### src/mdio_pkg.sv
// constants, types and helpers shared by the digital i/o block
package mdio_pkg;
	// ----------------------------------------------------------------
	// timing
	// ----------------------------------------------------------------
	localparam int unsigned CLK_PERIOD_NS = 20;
	localparam int unsigned BP_PULSE_NS = 90;
	// least time, so round up: 5 cycles = 100 ns, inside the 90..120 ns window
	localparam int unsigned BP_PULSE_CYC = (BP_PULSE_NS + CLK_PERIOD_NS - 1) / CLK_PERIOD_NS;

	// ----------------------------------------------------------------
	// register byte offsets
	// ----------------------------------------------------------------
	localparam logic [7:0] OFF_PORT0 = 8'h00;
	localparam logic [7:0] OFF_PORT1 = 8'h04;
	localparam logic [7:0] OFF_PORT2 = 8'h08;
	localparam logic [7:0] OFF_PORT3 = 8'h0c;
	localparam logic [7:0] OFF_DIR = 8'h10;
	localparam logic [7:0] OFF_POL = 8'h14;
	localparam logic [7:0] OFF_PWM_CTRL = 8'h18;
	localparam logic [7:0] OFF_PULSE_OUTPUT_ONE = 8'h1c;
	localparam logic [7:0] OFF_PULSE_OUTPUT_TWO = 8'h20;
	localparam logic [7:0] OFF_TBUS_ROUTE = 8'h24;
	localparam logic [7:0] OFF_TBUS_GPIO = 8'h28;
	localparam logic [7:0] OFF_TBUS_IN = 8'h2c;
	localparam logic [7:0] OFF_FILT = 8'h30;
	localparam logic [7:0] OFF_BP_POS = 8'h34;
	localparam logic [7:0] OFF_BP_CTRL = 8'h38;
	localparam logic [7:0] OFF_CAP_CTRL = 8'h3c;
	localparam logic [7:0] OFF_STATUS = 8'h40;
	localparam logic [7:0] OFF_ENC_COUNT = 8'h44;
	localparam logic [7:0] OFF_CAP_POS = 8'h48;
	localparam logic [7:0] OFF_STRAP = 8'h4c;

	// ----------------------------------------------------------------
	// field positions
	// ----------------------------------------------------------------
	localparam int unsigned PWM_EXT_CLK_BIT = 0;
	localparam int unsigned TBUS_DIR_LSB = 8;
	localparam int unsigned BP_EN_BIT = 0;
	localparam int unsigned CAP_EN_BIT = 0;
	localparam int unsigned CAP_SEL_LSB = 1;
	localparam int unsigned ST_CAP_BIT = 0;
	localparam int unsigned ST_BP_BIT = 1;
	localparam int unsigned ROUTE_W = 3;

	// ----------------------------------------------------------------
	// reset values and encodings
	// ----------------------------------------------------------------
	localparam logic [31:0] DIR_RST = 32'h0000_0000;
	localparam logic [31:0] POL_RST = 32'h0000_0000;
	localparam logic [3:0] FILT_RST = 4'h0;
	localparam logic PULL_UP_RST = 1'b1;
	localparam logic [2:0] RT_GPIO = 3'h0;
	localparam logic [2:0] RT_BP = 3'h1;
	localparam logic [2:0] RT_ENC_A = 3'h2;
	localparam logic [2:0] RT_ENC_B = 3'h3;
	localparam logic [2:0] RT_INDEX = 3'h4;
	localparam logic [1:0] RESP_OKAY = 2'h0;
	localparam logic [1:0] RESP_SLVERR = 2'h2;

	typedef struct packed {
		logic [15:0] duty;
		logic [15:0] period;
	} mdio_pwm_cfg_t;

	// byte-lane merge for register writes
	function automatic logic [31:0] mdio_merge(input logic [31:0] old_v,
		input logic [31:0] new_v, input logic [3:0] strb);
		logic [31:0] r;
		r = old_v;
		for (int i = 0; i < 4; i++) begin
			if (strb[i]) begin
				r[8*i +: 8] = new_v[8*i +: 8];
			end
		end
		return r;
	endfunction
endpackage

### src/mdio_pwm_gen.sv
// one pwm generator: free-running counter against period and duty
`timescale 1ns/1ns
module mdio_pwm_gen
	import mdio_pkg::*;
(
	input wire logic clk_in,
	input wire logic srst_in,
	input wire logic ce_in,
	input wire logic tick_in,
	input mdio_pwm_cfg_t cfg_in,
	output logic pwm_out
);
	logic [15:0] cnt_q;
	logic [15:0] cnt_d;
	logic pwm_q;
	logic pwm_d;

	always_comb begin
		cnt_d = cnt_q;
		if (tick_in) begin
			cnt_d = (cnt_q + 16'h1 >= cfg_in.period) ? 16'h0 : cnt_q + 16'h1;
		end
		// high fraction is duty over period
		pwm_d = (cnt_d < cfg_in.duty);
	end

	always_ff @(posedge clk_in) begin
		if (srst_in) begin
			cnt_q <= 16'h0;
			pwm_q <= 1'b0;
		end else if (ce_in) begin
			cnt_q <= cnt_d;
			pwm_q <= pwm_d;
		end
	end

	assign pwm_out = pwm_q;
endmodule

### src/mdio_top.sv
// digital i/o, pwm and trigger bus routing with an axi4-lite register slave
`timescale 1ns/1ns
module mdio_top
	import mdio_pkg::*;
#(
	parameter int unsigned TBUS_W = 8
)(
	input wire logic clk_in,
	input wire logic srst_in,
	input wire logic ce_in,
	input wire logic [7:0] s_axi_awaddr_in,
	input wire logic s_axi_awvalid_in,
	output logic s_axi_awready_out,
	input wire logic [31:0] s_axi_wdata_in,
	input wire logic [3:0] s_axi_wstrb_in,
	input wire logic s_axi_wvalid_in,
	output logic s_axi_wready_out,
	output logic [1:0] s_axi_bresp_out,
	output logic s_axi_bvalid_out,
	input wire logic s_axi_bready_in,
	input wire logic [7:0] s_axi_araddr_in,
	input wire logic s_axi_arvalid_in,
	output logic s_axi_arready_out,
	output logic [31:0] s_axi_rdata_out,
	output logic [1:0] s_axi_rresp_out,
	output logic s_axi_rvalid_out,
	input wire logic s_axi_rready_in,
	input wire logic [31:0] gpio_in,
	output logic [31:0] gpio_out,
	output logic [31:0] gpio_oe_out,
	input wire logic pull_select_strap_in,
	output logic pull_up_en_out,
	output logic pull_down_en_out,
	input wire logic pwm_clk_in,
	output logic pulse_output_one_out,
	output logic pulse_output_two_out,
	input wire logic enc_a_in,
	input wire logic enc_b_in,
	input wire logic enc_index_in,
	input wire logic [TBUS_W-1:0] shared_trigger_bus_in,
	output logic [TBUS_W-1:0] shared_trigger_bus_out,
	output logic [TBUS_W-1:0] shared_trigger_bus_oe_out
);
	localparam int unsigned SW = 37 + TBUS_W;

	// ----------------------------------------------------------------
	// pin synchronisers
	// ----------------------------------------------------------------
	logic [SW-1:0] sync1_q;
	logic [SW-1:0] sync2_q;
	logic [31:0] gpio_s;
	logic [2:0] enc_s;
	logic strap_s;
	logic pclk_s;
	logic [TBUS_W-1:0] tbus_s;

	// no reset here: the strap must already stand in the second flop when reset lifts
	always_ff @(posedge clk_in) begin
		if (ce_in) begin
			sync1_q <= {shared_trigger_bus_in, pwm_clk_in, pull_select_strap_in,
				enc_index_in, enc_b_in, enc_a_in, gpio_in};
			sync2_q <= sync1_q;
		end
	end

	assign gpio_s = sync2_q[31:0];
	assign enc_s = sync2_q[34:32];
	assign strap_s = sync2_q[35];
	assign pclk_s = sync2_q[36];
	assign tbus_s = sync2_q[SW-1:37];

	// ----------------------------------------------------------------
	// bus slave and registers
	// ----------------------------------------------------------------
	logic aw_held_q, aw_held_d, w_held_q, w_held_d;
	logic awready_q, awready_d, wready_q, wready_d, bvalid_q, bvalid_d;
	logic arready_q, arready_d, rvalid_q, rvalid_d;
	logic [1:0] bresp_q, bresp_d, rresp_q, rresp_d;
	logic [7:0] awaddr_q, awaddr_d;
	logic [31:0] wdata_q, wdata_d, rdata_q, rdata_d;
	logic [3:0] wstrb_q, wstrb_d;
	logic [31:0] port_out_q, port_out_d, dir_q, dir_d, pol_q, pol_d;
	logic pwm_ext_q, pwm_ext_d;
	mdio_pwm_cfg_t pulse_output_one_q, pulse_output_one_d, pulse_output_two_q, pulse_output_two_d;
	logic [31:0] route_q, route_d;
	logic [15:0] tgpio_q, tgpio_d;
	logic [3:0] filt_set_q, filt_set_d;
	logic [31:0] bp_pos_q, bp_pos_d;
	logic bp_en_q, bp_en_d;
	logic [3:0] cap_ctrl_q, cap_ctrl_d;
	logic [1:0] status_q, status_d;
	logic [1:0] st_clr;
	logic pull_up_q, pull_up_d, strap_done_q, strap_done_d;
	logic wr_go;
	logic [31:0] gpio_rd;
	logic cap_hit, bp_hit;
	logic [31:0] enc_cnt_q, cap_pos_q;

	always_comb begin
		aw_held_d = aw_held_q | (s_axi_awvalid_in & awready_q);
		w_held_d = w_held_q | (s_axi_wvalid_in & wready_q);
		awaddr_d = (s_axi_awvalid_in & awready_q) ? s_axi_awaddr_in : awaddr_q;
		wdata_d = (s_axi_wvalid_in & wready_q) ? s_axi_wdata_in : wdata_q;
		wstrb_d = (s_axi_wvalid_in & wready_q) ? s_axi_wstrb_in : wstrb_q;
		bvalid_d = bvalid_q & ~s_axi_bready_in;
		bresp_d = bresp_q;
		port_out_d = port_out_q;
		dir_d = dir_q;
		pol_d = pol_q;
		pwm_ext_d = pwm_ext_q;
		pulse_output_one_d = pulse_output_one_q;
		pulse_output_two_d = pulse_output_two_q;
		route_d = route_q;
		tgpio_d = tgpio_q;
		filt_set_d = filt_set_q;
		bp_pos_d = bp_pos_q;
		bp_en_d = bp_en_q;
		cap_ctrl_d = cap_ctrl_q;
		st_clr = 2'h0;
		wr_go = aw_held_q & w_held_q & ~bvalid_q;
		if (wr_go) begin
			aw_held_d = 1'b0;
			w_held_d = 1'b0;
			bvalid_d = 1'b1;
			bresp_d = RESP_OKAY;
			unique case (awaddr_q)
				OFF_PORT0, OFF_PORT1, OFF_PORT2, OFF_PORT3: begin
					// whole byte lands on all eight lines at once
					if (wstrb_q[0]) begin
						port_out_d[8*awaddr_q[3:2] +: 8] = wdata_q[7:0];
					end
				end
				OFF_DIR: dir_d = mdio_merge(dir_q, wdata_q, wstrb_q);
				OFF_POL: pol_d = mdio_merge(pol_q, wdata_q, wstrb_q);
				OFF_PWM_CTRL: begin
					if (wstrb_q[0]) begin
						pwm_ext_d = wdata_q[PWM_EXT_CLK_BIT];
					end
				end
				OFF_PULSE_OUTPUT_ONE: pulse_output_one_d = mdio_merge(pulse_output_one_q, wdata_q, wstrb_q);
				OFF_PULSE_OUTPUT_TWO: pulse_output_two_d = mdio_merge(pulse_output_two_q, wdata_q, wstrb_q);
				OFF_TBUS_ROUTE: route_d = mdio_merge(route_q, wdata_q, wstrb_q);
				OFF_TBUS_GPIO: tgpio_d = 16'(mdio_merge({16'h0, tgpio_q}, wdata_q, wstrb_q));
				OFF_FILT: begin
					if (wstrb_q[0]) begin
						filt_set_d = wdata_q[3:0];
					end
				end
				OFF_BP_POS: bp_pos_d = mdio_merge(bp_pos_q, wdata_q, wstrb_q);
				OFF_BP_CTRL: begin
					if (wstrb_q[0]) begin
						bp_en_d = wdata_q[BP_EN_BIT];
					end
				end
				OFF_CAP_CTRL: begin
					if (wstrb_q[0]) begin
						cap_ctrl_d = wdata_q[3:0];
					end
				end
				OFF_STATUS: begin
					if (wstrb_q[0]) begin
						st_clr = wdata_q[1:0];
					end
				end
				OFF_TBUS_IN, OFF_ENC_COUNT, OFF_CAP_POS, OFF_STRAP: ;
				default: bresp_d = RESP_SLVERR;
			endcase
		end
		awready_d = ~aw_held_d;
		wready_d = ~w_held_d;
		// events win over a clear in the same cycle
		status_d = (status_q & ~st_clr) | {bp_hit, cap_hit};
		// strap caught once, on the first enabled cycle after reset
		strap_done_d = 1'b1;
		pull_up_d = strap_done_q ? pull_up_q : strap_s;

		// input lines read through their polarity, outputs read their latch
		gpio_rd = (gpio_s ^ pol_q) & ~dir_q | (port_out_q & dir_q);
		rvalid_d = rvalid_q & ~s_axi_rready_in;
		rdata_d = rdata_q;
		rresp_d = rresp_q;
		if (s_axi_arvalid_in & arready_q) begin
			rvalid_d = 1'b1;
			rresp_d = RESP_OKAY;
			rdata_d = 32'h0;
			unique case (s_axi_araddr_in)
				OFF_PORT0, OFF_PORT1, OFF_PORT2, OFF_PORT3: begin
					rdata_d[7:0] = gpio_rd[8*s_axi_araddr_in[3:2] +: 8];
				end
				OFF_DIR: rdata_d = dir_q;
				OFF_POL: rdata_d = pol_q;
				OFF_PWM_CTRL: rdata_d[PWM_EXT_CLK_BIT] = pwm_ext_q;
				OFF_PULSE_OUTPUT_ONE: rdata_d = pulse_output_one_q;
				OFF_PULSE_OUTPUT_TWO: rdata_d = pulse_output_two_q;
				OFF_TBUS_ROUTE: rdata_d = route_q;
				OFF_TBUS_GPIO: rdata_d[15:0] = tgpio_q;
				OFF_TBUS_IN: rdata_d[TBUS_W-1:0] = tbus_s;
				OFF_FILT: rdata_d[3:0] = filt_set_q;
				OFF_BP_POS: rdata_d = bp_pos_q;
				OFF_BP_CTRL: rdata_d[BP_EN_BIT] = bp_en_q;
				OFF_CAP_CTRL: rdata_d[3:0] = cap_ctrl_q;
				OFF_STATUS: rdata_d[1:0] = status_q;
				OFF_ENC_COUNT: rdata_d = enc_cnt_q;
				OFF_CAP_POS: rdata_d = cap_pos_q;
				OFF_STRAP: rdata_d[0] = pull_up_q;
				default: rresp_d = RESP_SLVERR;
			endcase
		end
		arready_d = ~rvalid_d;
	end

	always_ff @(posedge clk_in) begin
		if (srst_in) begin
			aw_held_q <= 1'b0;
			w_held_q <= 1'b0;
			awready_q <= 1'b0;
			wready_q <= 1'b0;
			bvalid_q <= 1'b0;
			bresp_q <= RESP_OKAY;
			arready_q <= 1'b0;
			rvalid_q <= 1'b0;
			rresp_q <= RESP_OKAY;
			rdata_q <= 32'h0;
			awaddr_q <= 8'h0;
			wdata_q <= 32'h0;
			wstrb_q <= 4'h0;
			port_out_q <= 32'h0;
			// every line an input after reset
			dir_q <= DIR_RST;
			pol_q <= POL_RST;
			pwm_ext_q <= 1'b0;
			pulse_output_one_q <= '0;
			pulse_output_two_q <= '0;
			route_q <= 32'h0;
			tgpio_q <= 16'h0;
			filt_set_q <= FILT_RST;
			bp_pos_q <= 32'h0;
			bp_en_q <= 1'b0;
			cap_ctrl_q <= 4'h0;
			status_q <= 2'h0;
			pull_up_q <= PULL_UP_RST;
			strap_done_q <= 1'b0;
		end else if (ce_in) begin
			aw_held_q <= aw_held_d;
			w_held_q <= w_held_d;
			awready_q <= awready_d;
			wready_q <= wready_d;
			bvalid_q <= bvalid_d;
			bresp_q <= bresp_d;
			arready_q <= arready_d;
			rvalid_q <= rvalid_d;
			rresp_q <= rresp_d;
			rdata_q <= rdata_d;
			awaddr_q <= awaddr_d;
			wdata_q <= wdata_d;
			wstrb_q <= wstrb_d;
			port_out_q <= port_out_d;
			dir_q <= dir_d;
			pol_q <= pol_d;
			pwm_ext_q <= pwm_ext_d;
			pulse_output_one_q <= pulse_output_one_d;
			pulse_output_two_q <= pulse_output_two_d;
			route_q <= route_d;
			tgpio_q <= tgpio_d;
			filt_set_q <= filt_set_d;
			bp_pos_q <= bp_pos_d;
			bp_en_q <= bp_en_d;
			cap_ctrl_q <= cap_ctrl_d;
			status_q <= status_d;
			pull_up_q <= pull_up_d;
			strap_done_q <= strap_done_d;
		end
	end

	// ----------------------------------------------------------------
	// encoder filter, counter, breakpoint and capture
	// ----------------------------------------------------------------
	logic [2:0] enc_f_q, enc_f_d, enc_o_q;
	logic [3:0] flt_cnt_q [3];
	logic [3:0] flt_cnt_d [3];
	logic [31:0] enc_cnt_d, cap_pos_d;
	logic [2:0] bp_cnt_q, bp_cnt_d;
	logic [TBUS_W-1:0] tbus_o_q, tbus_dr_d, tbus_oe_d;
	logic [TBUS_W-1:0] tbus_dr_q, tbus_oe_q;
	logic [2:0] cap_sel;
	logic moved;
	logic [2:0] rt;

	always_comb begin
		// a change must persist beyond the programmed count before it passes
		for (int i = 0; i < 3; i++) begin
			enc_f_d[i] = enc_f_q[i];
			flt_cnt_d[i] = 4'h0;
			if (enc_s[i] != enc_f_q[i]) begin
				if (flt_cnt_q[i] >= filt_set_q) begin
					enc_f_d[i] = enc_s[i];
				end else begin
					flt_cnt_d[i] = flt_cnt_q[i] + 4'h1;
				end
			end
		end
		moved = (enc_f_q[0] != enc_o_q[0]) | (enc_f_q[1] != enc_o_q[1]);
		enc_cnt_d = enc_cnt_q;
		if (moved) begin
			enc_cnt_d = (enc_f_q[0] ^ enc_o_q[1]) ? enc_cnt_q + 32'h1 : enc_cnt_q - 32'h1;
		end
		// compare only on a count change so one position gives one pulse
		bp_hit = bp_en_q & moved & (enc_cnt_d == bp_pos_q);
		// pulse length fixed at the rounded-up least width
		bp_cnt_d = bp_hit ? 3'(BP_PULSE_CYC) : (bp_cnt_q != 3'h0 ? bp_cnt_q - 3'h1 : 3'h0);
		// capture edge taken straight from the synchronised line
		cap_sel = cap_ctrl_q[CAP_SEL_LSB +: 3];
		cap_hit = cap_ctrl_q[CAP_EN_BIT] & tbus_s[cap_sel] & ~tbus_o_q[cap_sel];
		cap_pos_d = cap_hit ? enc_cnt_q : cap_pos_q;
		for (int i = 0; i < TBUS_W; i++) begin
			rt = route_q[ROUTE_W*i +: ROUTE_W];
			tbus_oe_d[i] = 1'b1;
			tbus_dr_d[i] = 1'b0;
			// per-line routing of breakpoint or encoder signals
			unique case (rt)
				// breakpoint drives high only for the pulse
				RT_BP: tbus_dr_d[i] = (bp_cnt_d != 3'h0);
				// encoder signals leave in filtered form, output only
				RT_ENC_A: tbus_dr_d[i] = enc_f_d[0];
				RT_ENC_B: tbus_dr_d[i] = enc_f_d[1];
				RT_INDEX: tbus_dr_d[i] = enc_f_d[2];
				default: begin
					tbus_oe_d[i] = tgpio_q[TBUS_DIR_LSB + i];
					tbus_dr_d[i] = tgpio_q[i];
				end
			endcase
		end
	end

	always_ff @(posedge clk_in) begin
		if (srst_in) begin
			enc_f_q <= 3'h0;
			enc_o_q <= 3'h0;
			for (int i = 0; i < 3; i++) begin
				flt_cnt_q[i] <= 4'h0;
			end
			enc_cnt_q <= 32'h0;
			cap_pos_q <= 32'h0;
			bp_cnt_q <= 3'h0;
			tbus_o_q <= '0;
			tbus_dr_q <= '0;
			tbus_oe_q <= '0;
		end else if (ce_in) begin
			enc_f_q <= enc_f_d;
			enc_o_q <= enc_f_q;
			flt_cnt_q <= flt_cnt_d;
			enc_cnt_q <= enc_cnt_d;
			cap_pos_q <= cap_pos_d;
			bp_cnt_q <= bp_cnt_d;
			tbus_o_q <= tbus_s;
			tbus_dr_q <= tbus_dr_d;
			tbus_oe_q <= tbus_oe_d;
		end
	end

	// ----------------------------------------------------------------
	// digital ports and pwm
	// ----------------------------------------------------------------
	logic [31:0] gpio_q, gpio_oe_q;
	logic pclk_o_q;
	logic pwm_tick;

	// four byte ports share one 32-bit latch, sliced by address
	// outputs driven through polarity, enabled per line
	always_ff @(posedge clk_in) begin
		if (srst_in) begin
			gpio_q <= 32'h0;
			gpio_oe_q <= 32'h0;
			pclk_o_q <= 1'b0;
		end else if (ce_in) begin
			gpio_q <= port_out_d ^ pol_d;
			gpio_oe_q <= dir_d;
			pclk_o_q <= pclk_s;
		end
	end

	// external clock rising edge or every cycle of the internal clock
	// timebase chosen by software, paced by pwm_clk_in when external
	assign pwm_tick = pwm_ext_q ? (pclk_s & ~pclk_o_q) : 1'b1;

	mdio_pwm_gen u_pulse_output_one (
		.clk_in(clk_in),
		.srst_in(srst_in),
		.ce_in(ce_in),
		.tick_in(pwm_tick),
		.cfg_in(pulse_output_one_q),
		.pwm_out(pulse_output_one_out)
	);

	mdio_pwm_gen u_pulse_output_two (
		.clk_in(clk_in),
		.srst_in(srst_in),
		.ce_in(ce_in),
		.tick_in(pwm_tick),
		.cfg_in(pulse_output_two_q),
		.pwm_out(pulse_output_two_out)
	);

	assign s_axi_awready_out = awready_q;
	assign s_axi_wready_out = wready_q;
	assign s_axi_bvalid_out = bvalid_q;
	assign s_axi_bresp_out = bresp_q;
	assign s_axi_arready_out = arready_q;
	assign s_axi_rvalid_out = rvalid_q;
	assign s_axi_rresp_out = rresp_q;
	assign s_axi_rdata_out = rdata_q;
	assign gpio_out = gpio_q;
	assign gpio_oe_out = gpio_oe_q;
	// weak pull direction follows the caught strap
	assign pull_up_en_out = pull_up_q;
	assign pull_down_en_out = ~pull_up_q;
	assign shared_trigger_bus_out = tbus_dr_q;
	assign shared_trigger_bus_oe_out = tbus_oe_q;
endmodule

### config.mk
export PLATFORM = sky130hd
export DESIGN_NAME = mdio_top
export DESIGN_NICKNAME = d
export VERILOG_FILES = /design/src/mdio_pkg.sv /design/src/mdio_pwm_gen.sv /design/src/mdio_top.sv
export SDC_FILE = /design/constraint.sdc
export NUM_CORES = 2
export LEC_CHECK = 0
export ABC_AREA = 1
export BUFFER_PORTS_ARGS = -buffer_cell sky130_fd_sc_hd__buf_2
export CAP_MARGIN = 20
export CORE_UTILIZATION = 55
export CTS_CLUSTER_DIAMETER = 150
export CTS_CLUSTER_SIZE = 24
export DETAILED_ROUTE_END_ITERATION = 12
export PLACE_DENSITY = 0.77
export SLEW_MARGIN = 20
export SYNTH_ARGS = -nofsm -noshare
export SYNTH_HDL_FRONTEND = slang
export SYNTH_SLANG_ARGS = --single-unit
### constraint.sdc
create_clock -name clk_in -period 4.2 [get_ports clk_in]
set_input_delay 0.63 -clock clk_in [delete_from_list [all_inputs] [get_ports clk_in]]
set_output_delay 0.63 -clock clk_in [all_outputs]
set_load 0.03 [all_outputs]
Word level (Yosys, flattened, before mapping)
Cells that the tools add are included.
Storage, ports and cells
  register bits after elaboration: 606
  input bits: 105
  output and inout port bits: 125
  word-level logic and storage cells: 314
Operators by class
  add/subtract/negate cells: 9
  order comparisons: 8
  eq/ne operators: 76
  shifts and indexed selects: 3
  mux-type cells: 72
  bitwise operators: 35
  reductions and logical operators: 48
Operators by type and width (count)
  two-way mux 32 bit: 9
  == test 8 x 6 -> 1 bit, second input constant: 16
  case mux 16 bit (8 select lines): 1
  AND reduction 4 bit: 26
  case mux 8 bit (9 select lines): 1
  bitwise AND 32 bit: 2
  == test 8 x 5 -> 1 bit, second input constant: 8
  == test 8 x 7 -> 1 bit, second input constant: 8
  two-way mux 16 bit: 4
  two-way mux 8 bit: 8
  XOR 32 bit: 2
  == test 3 x 2 -> 1 bit, second input constant: 16
  case mux 4 bit (11 select lines): 1
  OR reduction 20 bit: 2
  OR reduction 4 bit: 10
  negation 5 -> 34 bit: 1
  variable shift 8 x 34 -> 32 bit, first input constant: 1
  variable part select 8 x 34 -> 32 bit: 1
  adder 16 x 1 -> 16 bit, second input constant: 2
  adder 32 x 1 -> 32 bit, second input constant: 1
  bitwise mux 32 bit: 1
  == test 32 bit: 1
  == test 8 x 4 -> 1 bit, second input constant: 4
  >= comparator 16 bit: 2
  32 further kinds: 123

Depth between registers and ports, before layout
  word-level depth: 8
  mapped depth: 31

By module
A second synthesis with hierarchy kept.
Unflattened totals
  cell total of the unflattened synthesis: 4278
  area, all modules: 31407.6 um^2
By module, submodules not included
  mdio_top: instances 1, cells each 3694, area an instance 27548.9 um^2
  mdio_pwm_gen: instances 2, cells each 292, area an instance 1929.4 um^2

Worst setup path before layout
OpenSTA, ideal clock, no wires.
  path type: register to register
  start: register u_pulse_output_two.cnt_q[2]
  end: register u_pulse_output_two.pwm_q (netlist: u_pulse_output_two.pwm_out)
  arrival: 4061 ps
  data required time: 4130 ps
  setup slack: 69 ps
  cell stages (with the launch flop): 25
  buffers on the path: 1
  clock period less this slack: 4131 ps
  cells stage by stage: dfxtp_1 > nand3_1 > nor3_1 > inv_1 > nor3_1 > nand4_1 > nor4_1 > xor2_1 > ha_1 > a21oi_1 > o21ai_0 > a21oi_1 > nand2_1 > a21oi_1 > clkbuf_1 > nand3_1 > o21ai_0 > ha_1 > a21oi_1 > nor2_1 > a211oi_1 > o221ai_1 > nor2_1 > o21ai_0 > a21oi_1
Between the ends
  word-level cells in the longest chain between the ends: 5
Ends and longest elaborated chain
  start, declared: line mdio_pwm_gen.sv:13  | logic [15:0] cnt_q;
  start signal, assigned: line mdio_pwm_gen.sv:32  | cnt_q <= cnt_d;
  adder 16 x 1 -> 16 bit (*): line mdio_pwm_gen.sv:21  | cnt_d = (cnt_q + 16'h1 >= cfg_in.period) ? 16'h0 : cnt_q + 16'h1;
  >= comparator 16 bit: line mdio_pwm_gen.sv:21
  two-way mux 16 bit (*): line mdio_pwm_gen.sv:21
  two-way mux 16 bit (*): line mdio_pwm_gen.sv:20  | if (tick_in) begin
  named net u_pulse_output_two.cnt_d[9]: line mdio_pwm_gen.sv:14  | logic [15:0] cnt_d;
  less-than comparator 16 bit (*): line mdio_pwm_gen.sv:24  | pwm_d = (cnt_d < cfg_in.duty);
  end signal, assigned: line mdio_pwm_gen.sv:33  | pwm_q <= pwm_d;
  end, declared: line mdio_pwm_gen.sv:15  | logic pwm_q;
The timed path passes the listed nets; every way through them passes the cells marked *.
A chain may end at the register's enable or synchronous reset.

Final worst setup path
  start: register u_pulse_output_two.cnt_q[0]
  end: register u_pulse_output_two.pwm_q (netlist: u_pulse_output_two.pwm_out)
Same word-level chain as after synthesis.

==> metrics.txt <==
CTS Root Cell=clkbuf_16; # setup viols final=1; Synth Instances=approximately 4.2k; Most Crowded Layer GR=met2; Multi-input gate area=between 0.015 and 0.02 mm2; Global Route met1 Usage=0.501; cell area after synthesis=about 0.031 mm2; Setup Skew=0.0368 ns; first-pass GRT wire length=between 150 and 200 mm; number of global-route vias before repair=roughly 28k; CP Data Arrival Time=4.80 ns; Vias=approximately 31k; Overall Global Routing Usage=0.372; clock tree sinks=roughly 600; Via density=6.00; Synth area leaders=dfxtp_1, nand2_1, edfxtp_1, a21oi_1, o21ai_0; Yosys reg bits=between 600 and 700; routed len/inst=between 20 and 25 um; DRC Markers=0; Mapped Avg Cell Area=7.38 um2; CP startpoint kind=flip-flop; Starting Density=0.560; drt first-iter violations=approximately 3.8k; violated checks=negative setup slack; max-capacitance violation count=0; CTS tree=done; critical path type=reg2reg; # rows=86; FILL cells=a little over 5k; async set-reset flop share out of synthesis=0; CP max-delay cell=dfxtp_2; Final Cell Area=0.0339 mm2; register area share after synthesis=0.419; P per Cell Area=~340 mW/mm2; DR pass1 iterations=8; Ant. Diodes=0; placed cell area=0.0330 mm2; Ys Warns=0; synth unique cells=~60; CP Max Fanout=6; Hold Crit Class=in2reg; final wirelength=108 mm; Post-DP HPWL=approximately 80 mm; status=finished, violations left; largest net degree at the start of global routing=roughly 190; Remaining Overflow, GRT=0; met3 global-route usage=0.0728; Max Freq=236 MHz; Hold-fix buffers, CTS=0; worst path required time=approximately 4.8 ns; GP Congestion=slightly below 1; Max Slew Vio Count=0; met2 Resource Use GR=0.579; maximum VDD drop=401 uV; I/O pin count=230; most common cell in the netlist=nand2_1; CP peak stage delay=about 0.36 ns; crit share post-route=1.01; initial antenna violation count=2; Post-synth EDFFs=90; top cell type's share of synthesized area=0.332; core region area=~0.055 mm2; Critical Path End Type=flip-flop; Register Area=~0.013 mm2; most instantiated cells after synthesis=nand2_1, dfxtp_1, a21oi_1, inv_1, o21ai_0; htree depth=1; final hold violation count=0; ys flop type=dfxtp_1; fin crit period=4.23 ns; antenna viol nets, final=0; Largest regs=sync1_q x45, sync2_q x45; LEAKAGE=approximately 14 nW; area delta synth->final=9.40%; Fin Hold WS=about 0.13 ns; Worst Setup Slack, final=-0.0306 ns; die area=around 0.057 mm2; slew margin rel.=0.201; port bufs=around 230; CP Cell Sequence=nand3_2 > nor3_2 > inv_1 > nor3_2 > nand4_1 > nor4_2 > xor2_1 > ha_1 > nand4_1 > inv_1 > a21oi_1 > nand2_1 > a21oi_2 > buf_6 > nand3_2 > o21ai_2 > ha_1 > a21oi_2 > nor2_1 > a211oi_1 > o221ai_1 > nor2_1 > o21ai_1 > a21oi_1; unrepaired setup endpoints after global routing=true; nets=4539; area leader, netlist=dfxtp_1; worst skew pair latency=0.66 ns; Slew @ Worst Pin=between 1 and 1.5 ns; share of cells above drive strength 1=0.111; total CTS buffers=29; die width=around 240 um; clk slew on worst S/H paths=0.11 ns; Die Height=approximately 240 um; Max Root-Sink Buffers=3
## metrics by stage
step	instances	setup WS (ns)	total power, W	setup TNS [ns]	utilization
6_report	5106	-0.0306	0.0116	-0.0306	0.612
5_1_grt	5106	-0.329	0.0120	-0.613	0.612
4_1_cts	5102	0.0185	0.0115	0	0.610
3_5_place_dp	5058	-0.0820	0.00832	-0.0820	0.595
3_3_place_gp	5058	0.0363	0.00830	0	0.595
2_1_floorplan	4202	0.0686	0.00770	0	-
## final cells by class
| class | instances | share of cell area |
|---|---|---|
| multi-input combinational | 2870 | 0.451 |
| sequential | 604 | 0.383 |
| inverter | 522 | 0.0582 |
| timing repair buffer | 318 | 0.0565 |
| tap | 748 | 0.0276 |
| clock buffer | 42 | 0.0228 |
| clock inverter | 2 | 0.00118 |
## timing repair
item	4_1_cts	5_1_grt
pin swaps	1	16
endpoints found under the setup margin	2	9
resized for setup	4	25
setup buffers	0	4
## worst max-delay path: cells and delay by family (launching register included)
family                   cells  cell delay, ns
XOR/XNOR                     1            0.27
adder cells (fa/ha/maj)      2            0.58
AO/OA/AOI/OAI                8            1.09
flip-flops                   1            0.36
AND/OR/NAND/NOR             10            1.53
buffers and inverters        3            0.29
## kinds of logic (layout without fill, tap and decap cells)
| kind of cell | count (synthesis) | count (layout) | share of synthesized area |
|---|---|---|---|
| AND/OR/NAND/NOR | 1428 | 1428 | 0.197 |
| AO/OA/AOI/OAI | 1282 | 1282 | 0.237 |
| buffers and inverters | 728 | 884 | 0.0916 |
| flip-flops | 604 | 604 | 0.419 |
| adder cells (fa/ha/maj) | 89 | 89 | 0.0359 |
| XOR/XNOR | 65 | 65 | 0.0184 |
| multiplexers | 4 | 4 | 0.00129 |
| other | 1 | 2 | 0.000121 |
## path summary, 6_finish.rpt
kind / slack [ns] / end / from / depth (start not counted)
min reg2reg: 0.40 / sync2_q[4] / sync1_q[4] / 0
max: -0.03 / u_pulse_output_two.pwm_out / u_pulse_output_two.cnt_q[0] / 24
max reg2reg: -0.03 / u_pulse_output_two.pwm_out / u_pulse_output_two.cnt_q[0] / 24
min: 0.13 / sync1_q[11] / gpio_in[11] / 1
## power breakdown
group / internal (W) / total, W / switching (W)
clock network: 0.00131 / 0.00328 / 0.00198
logic: 0.000647 / 0.00210 / 0.00145
registers: 0.00604 / 0.00618 / 0.000142
total: 0.00799 / 0.0116 / 0.00357
## metal layers
layer | up-vias | share of wire
met2 | 1622 | 0.44
met3 | 252 | 0.11
met4 | 4 | 0.047
met5 | - | 0.00025
li1 | 14579 | -
met1 | 14174 | 0.41
## placed cells by master, fill, tap and decap left out, types with 6 or more instances in the layout
| cell type | instances |
|---|---|
| nand2_1 | 759 |
| dfxtp_1 | 510 |
| a21oi_1 | 499 |
| inv_1 | 495 |
| o21ai_0 | 430 |
| nor2_1 | 280 |
| buf_2 | 225 |
| nand3_1 | 192 |
| edfxtp_1 | 90 |
| ha_1 | 89 |
| buf_4 | 84 |
| o22ai_1 | 81 |
| o211ai_1 | 67 |
| nor3_1 | 49 |
| a211oi_1 | 43 |
| xor2_1 | 39 |
| or2_2 | 33 |
| a311oi_1 | 31 |
| clkbuf_16 | 29 |
| xnor2_1 | 26 |
| a221oi_1 | 25 |
| nand4_1 | 23 |
| nor4_1 | 23 |
| nand2_2 | 23 |
| a41oi_1 | 19 |
| o41ai_1 | 16 |
| a21oi_2 | 13 |
| clkbuf_1 | 13 |
| inv_2 | 12 |
| clkinv_1 | 11 |
| nand3b_1 | 9 |
| nand3_2 | 8 |
| nor2_2 | 8 |
| nor3_2 | 7 |
| o21ai_1 | 7 |
| a2111oi_0 | 7 |
| a22oi_1 | 6 |
| o31ai_1 | 6 |
| buf_12 | 6 |
No activity file was read; power rests on OpenSTA's default activity.
